<file path="src/capture_pkg.sv">
package capture_pkg;

    // ------------------------------------------------------------
    // Register map
    // ------------------------------------------------------------
    localparam logic [7:0]  CTRL_OFS      = 8'h00;
    localparam logic [7:0]  DCFG_OFS      = 8'h04;
    localparam logic [7:0]  STAT_OFS      = 8'h08;
    localparam logic [7:0]  TIME_OFS      = 8'h0C;
    localparam logic [7:0]  ERRC_OFS      = 8'h10;

    // ------------------------------------------------------------
    // Field positions and reset values
    // ------------------------------------------------------------
    localparam int          CTRL_RUN_BIT  = 0;
    localparam int          CTRL_DIR_BIT  = 1;
    localparam int          DCFG_DROP_BIT = 4;
    localparam int          DCFG_P204_BIT = 5;
    localparam int          STAT_ALGN_BIT = 0;
    localparam int          STAT_LOCK_BIT = 1;
    localparam int          STAT_OVF_BIT  = 2;
    localparam int          STAT_RUN_BIT  = 3;
    localparam logic [2:0]  MODE_RST      = 3'h0;
    localparam logic [14:0] PRBS_SEED     = 15'h7FFF;

    // ------------------------------------------------------------
    // Symbol and packet constants
    // ------------------------------------------------------------
    localparam logic [3:0]  SYM_LAST      = 4'h9;
    localparam logic [3:0]  WORD_LAST     = 4'hF;
    localparam logic [9:0]  COMMA_POS     = 10'h0FA;
    localparam logic [9:0]  COMMA_NEG     = 10'h305;
    localparam logic [7:0]  TS_SYNC       = 8'h47;
    localparam logic [7:0]  TS_LEN_STD    = 8'hBC;
    localparam logic [7:0]  TS_LEN_ALT    = 8'hCC;
    localparam logic [7:0]  TS_PID_IDX    = 8'h02;
    localparam logic [12:0] NULL_PID      = 13'h1FFF;

    typedef enum logic [2:0] {
        MODE_RAW, MODE_ALIGN, MODE_DEC, MODE_DATA,
        MODE_TS, MODE_TSTAMP, MODE_PRBS, MODE_RSVD
    } mode_e;

endpackage

</file>
<file path="src/capture_formatter.sv">
`timescale 1ns/1ps

// Operation
// - Eight capture modes selectable: six acquisition modes, one test mode, one reserved.
// - Mode 0 forwards every received bit unchanged, in arrival order.
// - Mode 1 pads each ten-bit group to sixteen bits, padding on top.
// - Mode 1 word: zeros, aligned flag, new alignment flag, ten data bits.
// - Mode 2 decodes 8b/10b and prepends a status byte above the value.
// - Mode 2 word: zeros, valid, disparity error, code error, control, byte.
// - Mode 3 forwards only error-free decoded data bytes, drops the rest.
// - Mode 4 outputs packets; drop-null bit four removes idle packets.
// - Mode 5 outputs packets, always drops idle ones, adds timestamps.
// - Mode 6 sends an order-15 pseudo-random pattern instead of input.
// - Mode 7 is reserved and produces no output.
// - 188-byte packets start with sync byte 0x47, then three header bytes.
// - Header: error, start, 13-bit packet id, scramble, adaptation, counter.
// - The alternative 204-byte packet length is also accepted.
// - The channel is configurable as input or as output.
// - An external second pulse serves as the time source for timestamps.
// - With run clear the channel is held in reset and overflow cleared.
module capture_formatter
    import capture_pkg::*;
#(
    parameter int ERR_W = 16
) (
    // Clock and reset
    input  wire logic        pclk,
    input  wire logic        presetn,
    // APB slave
    input  wire logic        psel,
    input  wire logic        penable,
    input  wire logic        pwrite,
    input  wire logic [7:0]  paddr,
    input  wire logic [31:0] pwdata,
    output logic      [31:0] prdata,
    output logic             pready,
    output logic             pslverr,
    // Serial input and time source pins
    input  wire logic        rx_bit,
    input  wire logic        rx_carrier,
    input  wire logic        time_pps,
    // DMA word stream
    output logic      [15:0] dma_data,
    output logic             dma_valid,
    input  wire logic        dma_ready,
    // Channel direction
    output logic             chan_out_en
);
    import capture_pkg::*;

    if (ERR_W < 1 || ERR_W > 16) begin : g_chk
        $error("ERR_W must lie between 1 and 16");
    end

    // ------------------------------------------------------------
    // State
    // ------------------------------------------------------------
    typedef struct packed {
        logic [2:0]       sync1;
        logic [2:0]       sync2;
        logic             pps_d;
        logic             run;
        logic             dir;
        mode_e            mode;
        logic             drop;
        logic             p204;
        logic             pready;
        logic             pslverr;
        logic [31:0]      prdata;
        logic [9:0]       sh;
        logic [3:0]       bcnt;
        logic             aligned;
        logic             newal;
        logic             rd;
        logic [15:0]      wsh;
        logic [3:0]       wcnt;
        logic [14:0]      prbs;
        logic [15:0]      dout;
        logic             dval;
        logic             ovf;
        logic [ERR_W-1:0] errc;
        logic [ERR_W-1:0] dispc;
        logic [31:0]      secs;
        logic [7:0]       bidx;
        logic             lock;
        logic             seen;
        logic [7:0]       p0;
        logic [7:0]       p1;
        logic [1:0]       pcnt;
        logic             dpkt;
    } state_s;

    state_s st_r;
    state_s st_nxt;

    // ------------------------------------------------------------
    // 8b/10b lookup
    // ------------------------------------------------------------
    function automatic logic [5:0] dec6(input logic [5:0] c);
        unique case (c)
            6'h27, 6'h18: dec6 = 6'h20;
            6'h1D, 6'h22: dec6 = 6'h21;
            6'h2D, 6'h12: dec6 = 6'h22;
            6'h31:        dec6 = 6'h23;
            6'h35, 6'h0A: dec6 = 6'h24;
            6'h29:        dec6 = 6'h25;
            6'h19:        dec6 = 6'h26;
            6'h38, 6'h07: dec6 = 6'h27;
            6'h39, 6'h06: dec6 = 6'h28;
            6'h25:        dec6 = 6'h29;
            6'h15:        dec6 = 6'h2A;
            6'h34:        dec6 = 6'h2B;
            6'h0D:        dec6 = 6'h2C;
            6'h2C:        dec6 = 6'h2D;
            6'h1C:        dec6 = 6'h2E;
            6'h17, 6'h28: dec6 = 6'h2F;
            6'h1B, 6'h24: dec6 = 6'h30;
            6'h23:        dec6 = 6'h31;
            6'h13:        dec6 = 6'h32;
            6'h32:        dec6 = 6'h33;
            6'h0B:        dec6 = 6'h34;
            6'h2A:        dec6 = 6'h35;
            6'h1A:        dec6 = 6'h36;
            6'h3A, 6'h05: dec6 = 6'h37;
            6'h33, 6'h0C: dec6 = 6'h38;
            6'h26:        dec6 = 6'h39;
            6'h16:        dec6 = 6'h3A;
            6'h36, 6'h09: dec6 = 6'h3B;
            6'h0E, 6'h0F, 6'h30: dec6 = 6'h3C;
            6'h2E, 6'h11: dec6 = 6'h3D;
            6'h1E, 6'h21: dec6 = 6'h3E;
            6'h2B, 6'h14: dec6 = 6'h3F;
            default:      dec6 = 6'h00;
        endcase
    endfunction

    function automatic logic [3:0] dec4(input logic [3:0] c);
        unique case (c)
            4'hB, 4'h4:       dec4 = 4'h8;
            4'h9:             dec4 = 4'h9;
            4'h5:             dec4 = 4'hA;
            4'hC, 4'h3:       dec4 = 4'hB;
            4'hD, 4'h2:       dec4 = 4'hC;
            4'hA:             dec4 = 4'hD;
            4'h6:             dec4 = 4'hE;
            4'hE, 4'h1, 4'h7, 4'h8: dec4 = 4'hF;
            default:          dec4 = 4'h0;
        endcase
    endfunction

    // ------------------------------------------------------------
    // Next state
    // ------------------------------------------------------------
    always_comb begin
        logic        bit_in, take, comma, sym, kchar, cerr, derr, dbyte;
        logic        emit, tsm, nulp;
        logic [5:0]  d6;
        logic [3:0]  d4, ones;
        logic [7:0]  byte_v, len, nidx;
        logic [9:0]  shn;
        logic [15:0] word;
        bit_in = 1'b0;
        take   = 1'b0;
        comma  = 1'b0;
        sym    = 1'b0;
        kchar  = 1'b0;
        cerr   = 1'b0;
        derr   = 1'b0;
        dbyte  = 1'b0;
        emit   = 1'b0;
        tsm    = 1'b0;
        nulp   = 1'b0;
        d6     = 6'h00;
        d4     = 4'h0;
        ones   = 4'h0;
        byte_v = 8'h00;
        len    = 8'h00;
        nidx   = 8'h00;
        shn    = 10'h000;
        word   = 16'h0000;
        st_nxt = st_r;

        // Pin synchronisers and time source
        st_nxt.sync1 = {time_pps, rx_carrier, rx_bit};
        st_nxt.sync2 = st_r.sync1;
        st_nxt.pps_d = st_r.sync2[2];
        if (st_r.sync2[2] && !st_r.pps_d) begin
            st_nxt.secs = st_r.secs + 32'h1;
        end

        // APB slave: zero wait state
        st_nxt.pready  = psel && !penable && !st_r.pready;
        st_nxt.pslverr = 1'b0;
        st_nxt.prdata  = 32'h0;
        if (psel && !penable) begin
            st_nxt.pslverr = !(paddr == CTRL_OFS || paddr == DCFG_OFS ||
                               paddr == STAT_OFS || paddr == TIME_OFS ||
                               paddr == ERRC_OFS);
            unique case (paddr)
                CTRL_OFS: st_nxt.prdata = {30'h0, st_r.dir, st_r.run};
                DCFG_OFS: st_nxt.prdata = {26'h0, st_r.p204, st_r.drop,
                                           1'b0, st_r.mode};
                STAT_OFS: st_nxt.prdata = {28'h0, st_r.run, st_r.ovf,
                                           st_r.lock, st_r.aligned};
                TIME_OFS: st_nxt.prdata = st_r.secs;
                ERRC_OFS: st_nxt.prdata = {16'(st_r.dispc), 16'(st_r.errc)};
                default:  st_nxt.prdata = 32'h0;
            endcase
        end
        if (psel && penable && st_r.pready && pwrite) begin
            if (paddr == CTRL_OFS) begin
                st_nxt.run = pwdata[CTRL_RUN_BIT];
                st_nxt.dir = pwdata[CTRL_DIR_BIT];
            end
            if (paddr == DCFG_OFS) begin
                st_nxt.mode = mode_e'(pwdata[2:0]);
                st_nxt.drop = pwdata[DCFG_DROP_BIT];
                st_nxt.p204 = pwdata[DCFG_P204_BIT];
            end
        end

        // Symbol alignment and decode
        bit_in = st_r.sync2[0];
        take   = st_r.run && !st_r.dir && st_r.sync2[1];
        shn    = {st_r.sh[8:0], bit_in};
        comma  = shn == COMMA_POS || shn == COMMA_NEG;
        if (take) begin
            st_nxt.sh   = shn;
            st_nxt.bcnt = (st_r.bcnt == SYM_LAST) ? 4'h0 : st_r.bcnt + 4'h1;
            sym         = st_r.bcnt == SYM_LAST || comma;
            if (comma) begin
                st_nxt.bcnt    = 4'h0;
                st_nxt.aligned = 1'b1;
            end
        end
        d6    = dec6(shn[9:4]);
        d4    = dec4(shn[3:0]);
        kchar = shn[9:4] == 6'h0F || shn[9:4] == 6'h30 ||
                ((d6[4:0] == 5'h17 || d6[4:0] == 5'h1B || d6[4:0] == 5'h1D ||
                  d6[4:0] == 5'h1E) && (shn[3:0] == 4'h7 ||
                  shn[3:0] == 4'h8));
        cerr  = !d6[5] || !d4[3];
        for (int i = 0; i < 10; i++) begin
            ones = ones + {3'h0, shn[i]};
        end
        derr   = (ones == 4'h6 && st_r.rd) || (ones == 4'h4 && !st_r.rd) ||
                 ones < 4'h4 || ones > 4'h6;
        byte_v = {d4[2:0], d6[4:0]};
        dbyte  = sym && !cerr && !derr && !kchar;
        if (sym) begin
            if (ones != 4'h5) begin
                st_nxt.rd = ones > 4'h5;
            end
            st_nxt.newal = 1'b0;
            if (cerr) begin
                st_nxt.errc = st_r.errc + ERR_W'(1);
            end
            if (derr) begin
                st_nxt.dispc = st_r.dispc + ERR_W'(1);
            end
        end
        if (take && comma && st_r.bcnt != SYM_LAST) begin
            st_nxt.newal = 1'b1;
        end

        // Packet framer
        len  = st_r.p204 ? TS_LEN_ALT : TS_LEN_STD;
        nidx = (st_r.bidx == len - 8'h1) ? 8'h0 : st_r.bidx + 8'h1;
        tsm  = st_r.mode == MODE_TS || st_r.mode == MODE_TSTAMP;
        nulp = {st_r.p0[4:0], byte_v} == NULL_PID;
        if (dbyte && tsm) begin
            st_nxt.bidx = nidx;
            st_nxt.p0   = byte_v;
            st_nxt.p1   = st_r.p0;
            st_nxt.pcnt = (st_r.pcnt == 2'h2) ? 2'h2 : st_r.pcnt + 2'h1;
            if (!st_r.lock) begin
                st_nxt.pcnt = 2'h0;
                if (byte_v == TS_SYNC) begin
                    st_nxt.lock = st_r.seen && nidx == 8'h0;
                    st_nxt.seen = 1'b1;
                    st_nxt.bidx = 8'h0;
                    st_nxt.pcnt = 2'h1;
                end else if (nidx == 8'h0) begin
                    st_nxt.seen = 1'b0;
                end
            end else if (nidx == 8'h0 && byte_v != TS_SYNC) begin
                st_nxt.lock = 1'b0;
                st_nxt.seen = 1'b0;
                st_nxt.pcnt = 2'h0;
            end else if (nidx == TS_PID_IDX) begin
                st_nxt.dpkt = nulp && (st_r.drop ||
                              st_r.mode == MODE_TSTAMP);
            end
        end

        // Word assembly per mode
        unique case (st_r.mode)
            MODE_RAW: begin
                if (take) begin
                    st_nxt.wsh  = {st_r.wsh[14:0], bit_in};
                    st_nxt.wcnt = st_r.wcnt + 4'h1;
                    emit        = st_r.wcnt == WORD_LAST;
                    word        = {st_r.wsh[14:0], bit_in};
                end
            end
            MODE_ALIGN: begin
                emit = sym;
                word = {4'h0, st_nxt.aligned,
                        st_nxt.newal, shn};
            end
            MODE_DEC: begin
                emit = sym;
                word = {4'h0, !cerr && !derr, derr,
                        cerr, kchar, byte_v};
            end
            MODE_DATA: begin
                emit = dbyte;
                word = {8'h00, byte_v};
            end
            MODE_TS, MODE_TSTAMP: begin
                emit = dbyte && st_r.lock && st_nxt.lock &&
                       st_r.pcnt == 2'h2 && !st_nxt.dpkt;
                word = {7'h00, nidx == TS_PID_IDX, st_r.p1};
                if (st_r.mode == MODE_TSTAMP && nidx == TS_PID_IDX) begin
                    word[15:9] = st_r.secs[6:0];
                end
            end
            MODE_PRBS: begin
                if (st_r.run) begin
                    st_nxt.prbs = {st_r.prbs[13:0],
                                   st_r.prbs[14] ^ st_r.prbs[13]};
                    st_nxt.wsh  = {st_r.wsh[14:0], st_r.prbs[14]};
                    st_nxt.wcnt = st_r.wcnt + 4'h1;
                    emit        = st_r.wcnt == WORD_LAST;
                    word        = {st_r.wsh[14:0], st_r.prbs[14]};
                end
            end
            MODE_RSVD: begin
                emit = 1'b0;
            end
        endcase

        // Output register, one word in flight
        if (emit) begin
            st_nxt.dout = word;
            st_nxt.dval = 1'b1;
            if (st_r.dval && !dma_ready) begin
                st_nxt.ovf = 1'b1;
            end
        end else if (dma_ready) begin
            st_nxt.dval = 1'b0;
        end

        // Channel held in reset while not running
        if (!st_r.run) begin
            st_nxt.sh      = 10'h000;
            st_nxt.bcnt    = 4'h0;
            st_nxt.aligned = 1'b0;
            st_nxt.newal   = 1'b0;
            st_nxt.rd      = 1'b0;
            st_nxt.wsh     = 16'h0000;
            st_nxt.wcnt    = 4'h0;
            st_nxt.prbs    = PRBS_SEED;
            st_nxt.dval    = 1'b0;
            st_nxt.ovf     = 1'b0;
            st_nxt.errc    = '0;
            st_nxt.dispc   = '0;
            st_nxt.bidx    = 8'h0;
            st_nxt.lock    = 1'b0;
            st_nxt.seen    = 1'b0;
            st_nxt.pcnt    = 2'h0;
            st_nxt.dpkt    = 1'b0;
        end
    end

    always_ff @(posedge pclk or negedge presetn) begin
        if (!presetn) begin
            st_r      <= '0;
            st_r.mode <= mode_e'(MODE_RST);
            st_r.prbs <= PRBS_SEED;
        end else begin
            st_r <= st_nxt;
        end
    end

    assign prdata      = st_r.prdata;
    assign pready      = st_r.pready;
    assign pslverr     = st_r.pslverr;
    assign dma_data    = st_r.dout;
    assign dma_valid   = st_r.dval;
    assign chan_out_en = st_r.dir;
endmodule // capture_formatter

</file>
<file path="config.mk">
export PLATFORM = sky130hd
export DESIGN_NAME = capture_formatter
export DESIGN_NICKNAME = d
export VERILOG_FILES = /design/src/capture_pkg.sv /design/src/capture_formatter.sv
export SDC_FILE = /design/constraint.sdc
export NUM_CORES = 1
export LEC_CHECK = 0
export ABC_AREA = 1
export BUFFER_PORTS_ARGS = -buffer_cell sky130_fd_sc_hd__buf_2
export CORE_MARGIN = 5
export CORE_UTILIZATION = 38
export CTS_BUF_LIST = sky130_fd_sc_hd__clkbuf_8 sky130_fd_sc_hd__clkbuf_16
export DETAILED_ROUTE_END_ITERATION = 16
export GPL_TIMING_DRIVEN = 0
export PLACE_DENSITY = 0.59
export SETUP_SLACK_MARGIN = 0.5
export SYNTH_ARGS = -nofsm -noshare
export SYNTH_HDL_FRONTEND = slang
export SYNTH_SLANG_ARGS = --single-unit
</file>
<file path="constraint.sdc">
create_clock -name pclk -period 4.3 [get_ports pclk]
set_input_delay 0.645 -clock pclk [delete_from_list [all_inputs] [get_ports pclk]]
set_output_delay 0.645 -clock pclk [all_outputs]
set_load 0.1 [all_outputs]
</file>
Word level (Yosys, flattened, before mapping)
Memory sizes are Yosys's and may differ from the RTL's. Cells that the tools add are included.

Output and inout port bits: 52. Input bits: 49. Flip-flop bits (word level): 209. Word-level logic and storage cells: 219. ROM bits: 448. Memories kept: 2.

Memories: (name not given) (words 64, width 6, rd ports 1, clocked after memory_dff 0, write ports 0, line capture_formatter.sv:100) `unique case (c)`; (name not given) (words 16, width 4, rd ports 1, clocked after memory_dff 0, write ports 0, line capture_formatter.sv:138) `unique case (c)`.

Add/subtract/negate cells: 17. Bitwise operators: 1. Equal/unequal tests: 47. Multiplexer cells: 46. Reductions and logical operators: 71. $lt $le $gt $ge: 3.

Operators by type and width (number): $pmux 32 s5 (1); $pmux 16 s6 (1); $mux 16 (4); $mux 51 (1); $pmux 20 s2 (1); $mux 34 (1); $mux 33 (1); $add 16x1->16 const B (2); $add 32x1->32 const B (1); $mux 32 (1); $mux 29 (1); $logic_and 1x1->1 (27); $add 4x1->4 (6); $eq 5x5->1 const B (4); $mux 20 (1); $logic_or 1x1->1 (18); $ne 2x1->1 const B (9); $eq 8x4->1 const B (2); $logic_not 8->1 (2); $mux 8 (2); $mux 1 (15); $mux 15 (1); $mux 14 (1); $mux 7 (2); other kinds (45) (80).

Longest topological paths before layout
Word-level depth: 25. Gate-level depth with buffers: 24.

Least setup slack after synthesis
No wires, ideal clock.

Kind: register to register. Start: register st_r[154] (netlist bit). End: register st_r, in the netlist dma_data[1]. Stages on the path, launching flop included: 23. Clock period less this slack: 4.369 ns. Buffers on the path: 2. Library setup time: 0.127 ns. Setup slack: -0.069 ns. Required time: 4.173 ns. Arrival time: 4.243 ns. Path through: dfrtp_1 > buf_2 > inv_2 > fa_1 > fa_1 > fa_1 > inv_1 > ha_1 > fa_1 > inv_1 > xor2_1 > inv_1 > nor2_1 > inv_1 > nor3_1 > nand4_1 > nor2_1 > nor2_1 > nand3_2 > nand3_4 > buf_4 > o31ai_1 > nand2_1.

Cells in the longest elaborated chain, start to end: 22. Elaborated cells on any way between the ends: 55. Those cells by class: 8 x add/sub; 2 x order compare; 9 x eq/ne; 9 x mux; 26 x reduce/logical; 1 x memory.

RTL lines: start: declaration (line capture_formatter.sv:93) `state_s st_r;`; start signal: assignment (line capture_formatter.sv:382) `st_r <= st_nxt;`; branches (longest 21 deep; another with $add 3x1->4); $pmux 1 s6 (*) (line capture_formatter.sv:297) `unique case (st_r.mode)`.

Mark *: on every way between the ends. The select of a mux whose other input is x is not followed. A chain may end at the register's enable or synchronous reset.

Worst setup path after layout
Start: register st_r[158] (netlist bit). End: register st_r, in the netlist dma_data[6].

Cells in the longest elaborated chain, start to end: 18. Elaborated cells on any way between the ends: 59. Those cells by class: 4 x add/sub; 2 x order compare; 13 x eq/ne; 10 x mux; 29 x reduce/logical; 1 x memory.

RTL lines: branches (longest 18 deep; another with $add 4x1->4).

Several ways; the timed one is not identified. The select of a mux whose other input is x is not followed.

==> impl_metrics.env <==
export IMPL_holdWs_ps=158
export IMPL_dominantRegCellSynth="sky130_fd_sc_hd__dfrtp_1"
export IMPL_clk_pin_slew_worst_paths_ps=60
export IMPL_number_of_enable_flip_flop_cells_after_synthesis=0
export IMPL_coreArea_mm2=0.0297
export IMPL_mappedNetlistNets=1481
export IMPL_dominant_cell_by_count_in_the_synthesized_netlist="sky130_fd_sc_hd__nand2_1"
export IMPL_drive_above_1_share_pct=27.2
export IMPL_finalHoldViolCount=0
export IMPL_peakVddDrop_uv=203
export IMPL_netlist_top_cells_count="sky130_fd_sc_hd__nand2_1, sky130_fd_sc_hd__inv_1, sky130_fd_sc_hd__dfrtp_1"
export IMPL_grt_pass1_wl_mm=50.5
export IMPL_tritoncts="done"
export IMPL_place_congestion=0.888
export IMPL_route_antenna_remaining_nets=0
export IMPL_timing_clock_skew_ps=18.3
export IMPL_postSynthRegisterBits=209
export IMPL_cts_sinks=209
export IMPL_synth_avg_cell_area_um2=8.16
export IMPL_floorplan_die_height_um=184
export IMPL_drt_iter0_drc=731
export IMPL_netlist_area_leader_share_pct=42.4
export IMPL_drv_slew=0
export IMPL_detailed_place_hpwl_mm=21.6
export IMPL_cellLeakagePower_nw=6.83
export IMPL_grt_pass1_vias=9693
export IMPL_final_min_period_over_clock_period_pct=103
export IMPL_dr_pass1_iters=5
export IMPL_library_cells_used_by_synthesis=52
export IMPL_drc=0
export IMPL_timing_critical_path_to_type="flip-flop"
export IMPL_startpoint_type="flip-flop"
export IMPL_totalWireLength_mm=31.3
export IMPL_setup_ws_ps=-138
export IMPL_clock_insertion_delay_worst_skew_ps=520
export IMPL_cts_hold_buffers_added=0
export IMPL_time_the_worst_path_needs_with_i_o_delays_and_setup_ps=4440
export IMPL_worst_setup_path_type="reg2reg"
export IMPL_place_ws_ps=-271
export IMPL_fp_dieW_um=184
export IMPL_num_nets_final=1641
export IMPL_grt_overflow=0
export IMPL_numCtsBuffers=25
export IMPL_yosysWarningCount=0
export IMPL_global_route_usage_total_pct=18.1
export IMPL_postSynthCellCount=1404
export IMPL_die_footprint_mm2=0.0337
export IMPL_rr_worst_depth=22
export IMPL_floorplan_initialDensity_pct=38.6
export IMPL_endpoint_of_the_most_critical_register_to_register_path="dma_data[6]"
export IMPL_synth_top_cells_by_area="sky130_fd_sc_hd__dfrtp_1, sky130_fd_sc_hd__nand2_1, sky130_fd_sc_hd__inv_1"
export IMPL_port_buffer_count=73
export IMPL_wl_per_cell_um=15.9
export IMPL_maximum_operating_frequency_mhz=225
export IMPL_unrepaired_setup_endpoints_after_global_routing="yes"
export IMPL_worst_hold_path_type="in2async"
export IMPL_synth_largest_area_cell="sky130_fd_sc_hd__dfrtp_1"
export IMPL_ctsLongestPathBuffers=3
export IMPL_area_growth_pct=27.0
export IMPL_antenna_found_initial=0
export IMPL_timing_slew_headroom_pct=25.8
export IMPL_pin_count=101
export IMPL_setup_reg_to_reg_worst_slack_ps=-140
export IMPL_route_detailed_vias_per_inst=5.10
export IMPL_max_cap_viol=0
export IMPL_crit_reg2reg_launch="st_r[158]"
export IMPL_netlist_area_mm2=0.0115
export IMPL_timing_final_setup_violations=24
export IMPL_via_count=10057
export IMPL_power_per_cell_area_mw_per_mm2=316
export IMPL_violations="negative setup slack"
export IMPL_std_cell_rows=63
export IMPL_worst_slew_pin_transition_ps=1110
export IMPL_grt_start_max_net_pins=116
export IMPL_clock_root_buffer="sky130_fd_sc_hd__clkbuf_16"
export IMPL_async_flop_share_pct=100
export IMPL_run_status="complete, but fails checks"
export IMPL_n_fill_cell=2798
export IMPL_cts_htree_levels=1
export IMPL_critPathArrivalTime_ps=4850
export IMPL_cp_required_ps=4710
export IMPL_num_antenna_cells=0
export IMPL_seq_area_frac_synth_pct=45.8
export IMPL_critical_path_max_fanout=5
==> report_power, final <==
group / switching [mW] / total, mW / internal, mW
clock: 0.850 / 2.42 / 1.57
sequential: 0.0239 / 2.02 / 2.00
combinational: 0.122 / 0.164 / 0.0427
total: 0.995 / 4.60 / 3.61
==> through the flow <==
step                      std cells  TNS, ps  util [%]  total power, mW  cell area [um^2]
after detailed placement       1868    -5950      41.8             2.22             12400
final                          1972    -1850      49.0             4.60             14600
after CTS                      1962    -1490      47.7             4.65             14200
after global placement         1867  -216540      41.6             2.22             12400
after floorplan                1404        0         -             2.13             11500
after global routing           1972    -8640      49.0             4.77             14600
==> kinds of logic (layout without fill, tap and decap cells) <==
kind of cell    count (synthesis)  after routing  share of synthesized area (%)
mux                             1              1                         0.0983
fa+ha+maj                      28             28                           3.45
compound gates                229            229                           11.7
flops                         209            209                           45.8
buf+inv                       294            471                           11.7
simple gates                  605            606                           24.4
xor+xnor                       38             38                           2.90
==> cells in the final DEF, fill, tap and decap left out, drive strengths merged <==
cell,synthesis,routed
nand2,309,310
inv,209,211
dfrtp,194,194
buf,62,194
nor2,127,127
o21ai,89,89
nand3,80,80
clkbuf,22,56
a21oi,52,52
o22ai,48,48
nor3,46,46
xor2,34,34
nand4,27,27
ha,22,22
a22oi,16,16
dfstp,15,15
nor4,12,12
o31ai,7,7
o211ai,6,6
fa,6,6
bufinv,0,6
xnor2,4,4
o2111ai,3,3
clkinv,1,3
or2,3,3
a221oi,2,2
o21a,1,1
o221ai,1,1
a31oi,1,1
a22o,1,1
mux2,1,1
a2111oi,1,1
a32oi,1,1
nor4b,1,1
clkinvlp,0,1
==> area by class of cell <==
type	count	area [um^2]	share of cell area (%)
Multi-Input combinational cell	902	5370	36.9
Sequential cell	209	5250	36.1
Timing Repair Buffer	132	1040	7.16
Inverter	210	815	5.60
Clock buffer	34	749	5.15
Buffer	84	633	4.35
Tap cell	390	488	3.35
Clock inverter	11	205	1.41
==> registers in the layout, indices dropped and copies added, names as in the netlist <==
register     count
st_r           153
prdata          32
dma_data        16
st_nxt           4
chan_out_en      1
dma_valid        1
pready           1
pslverr          1
==> metal layers <==
layer	vias to the layer above	GRT usage [%]	part of all wire, %
met1	4851	25.7	45
met3	40	2.81	6.3
met4	0	4.26	1.8
met5	-	0	0
met2	295	29.2	47
li1	4871	-	-
==> repair_timing <==
item                       4_1_cts  5_1_grt
pin swaps                       30       20
setup buffers                   43        9
gates resized for setup        110       80
gates cloned                     6        1
setup endpoints to repair       59       63
==> worst max path at each step <==
| stage | depth (start not counted) | slack (ps) | from | endpoint |
|---|---|---|---|---|
| floorplan | 23 | 210 | st_r[158] | dma_data[5] |
| global placement | 1 | -1130 | presetn | st_r[14] |
| detailed placement | 21 | -270 | st_r[156] | dma_data[0] |
| CTS | 23 | -100 | st_r[154] | dma_data[12] |
| global route | 22 | -300 | st_r[158] | dma_data[12] |
| finish | 22 | -140 | st_r[158] | dma_data[6] |
==> worst max-delay path, cell delays in order, from the launching register on <==
cell and delay, ps:
sky130_fd_sc_hd__dfrtp_1 400, sky130_fd_sc_hd__fa_1 530, sky130_fd_sc_hd__inv_1 50, sky130_fd_sc_hd__fa_1 490, sky130_fd_sc_hd__fa_1 490, sky130_fd_sc_hd__inv_1 40, sky130_fd_sc_hd__ha_2 170, sky130_fd_sc_hd__fa_1 440
sky130_fd_sc_hd__inv_2 80, sky130_fd_sc_hd__xor2_1 140, sky130_fd_sc_hd__inv_1 80, sky130_fd_sc_hd__nor2_4 140, sky130_fd_sc_hd__inv_2 70, sky130_fd_sc_hd__nor3_2 100, sky130_fd_sc_hd__nand4_1 170, sky130_fd_sc_hd__nor2_2 200
sky130_fd_sc_hd__nor2_2 70, sky130_fd_sc_hd__nand3_2 80, sky130_fd_sc_hd__nand3_4 160, sky130_fd_sc_hd__buf_12 190, sky130_fd_sc_hd__buf_16 130, sky130_fd_sc_hd__nand2_2 70, sky130_fd_sc_hd__nand2_2 40
(Power assumes the default switching activity.)
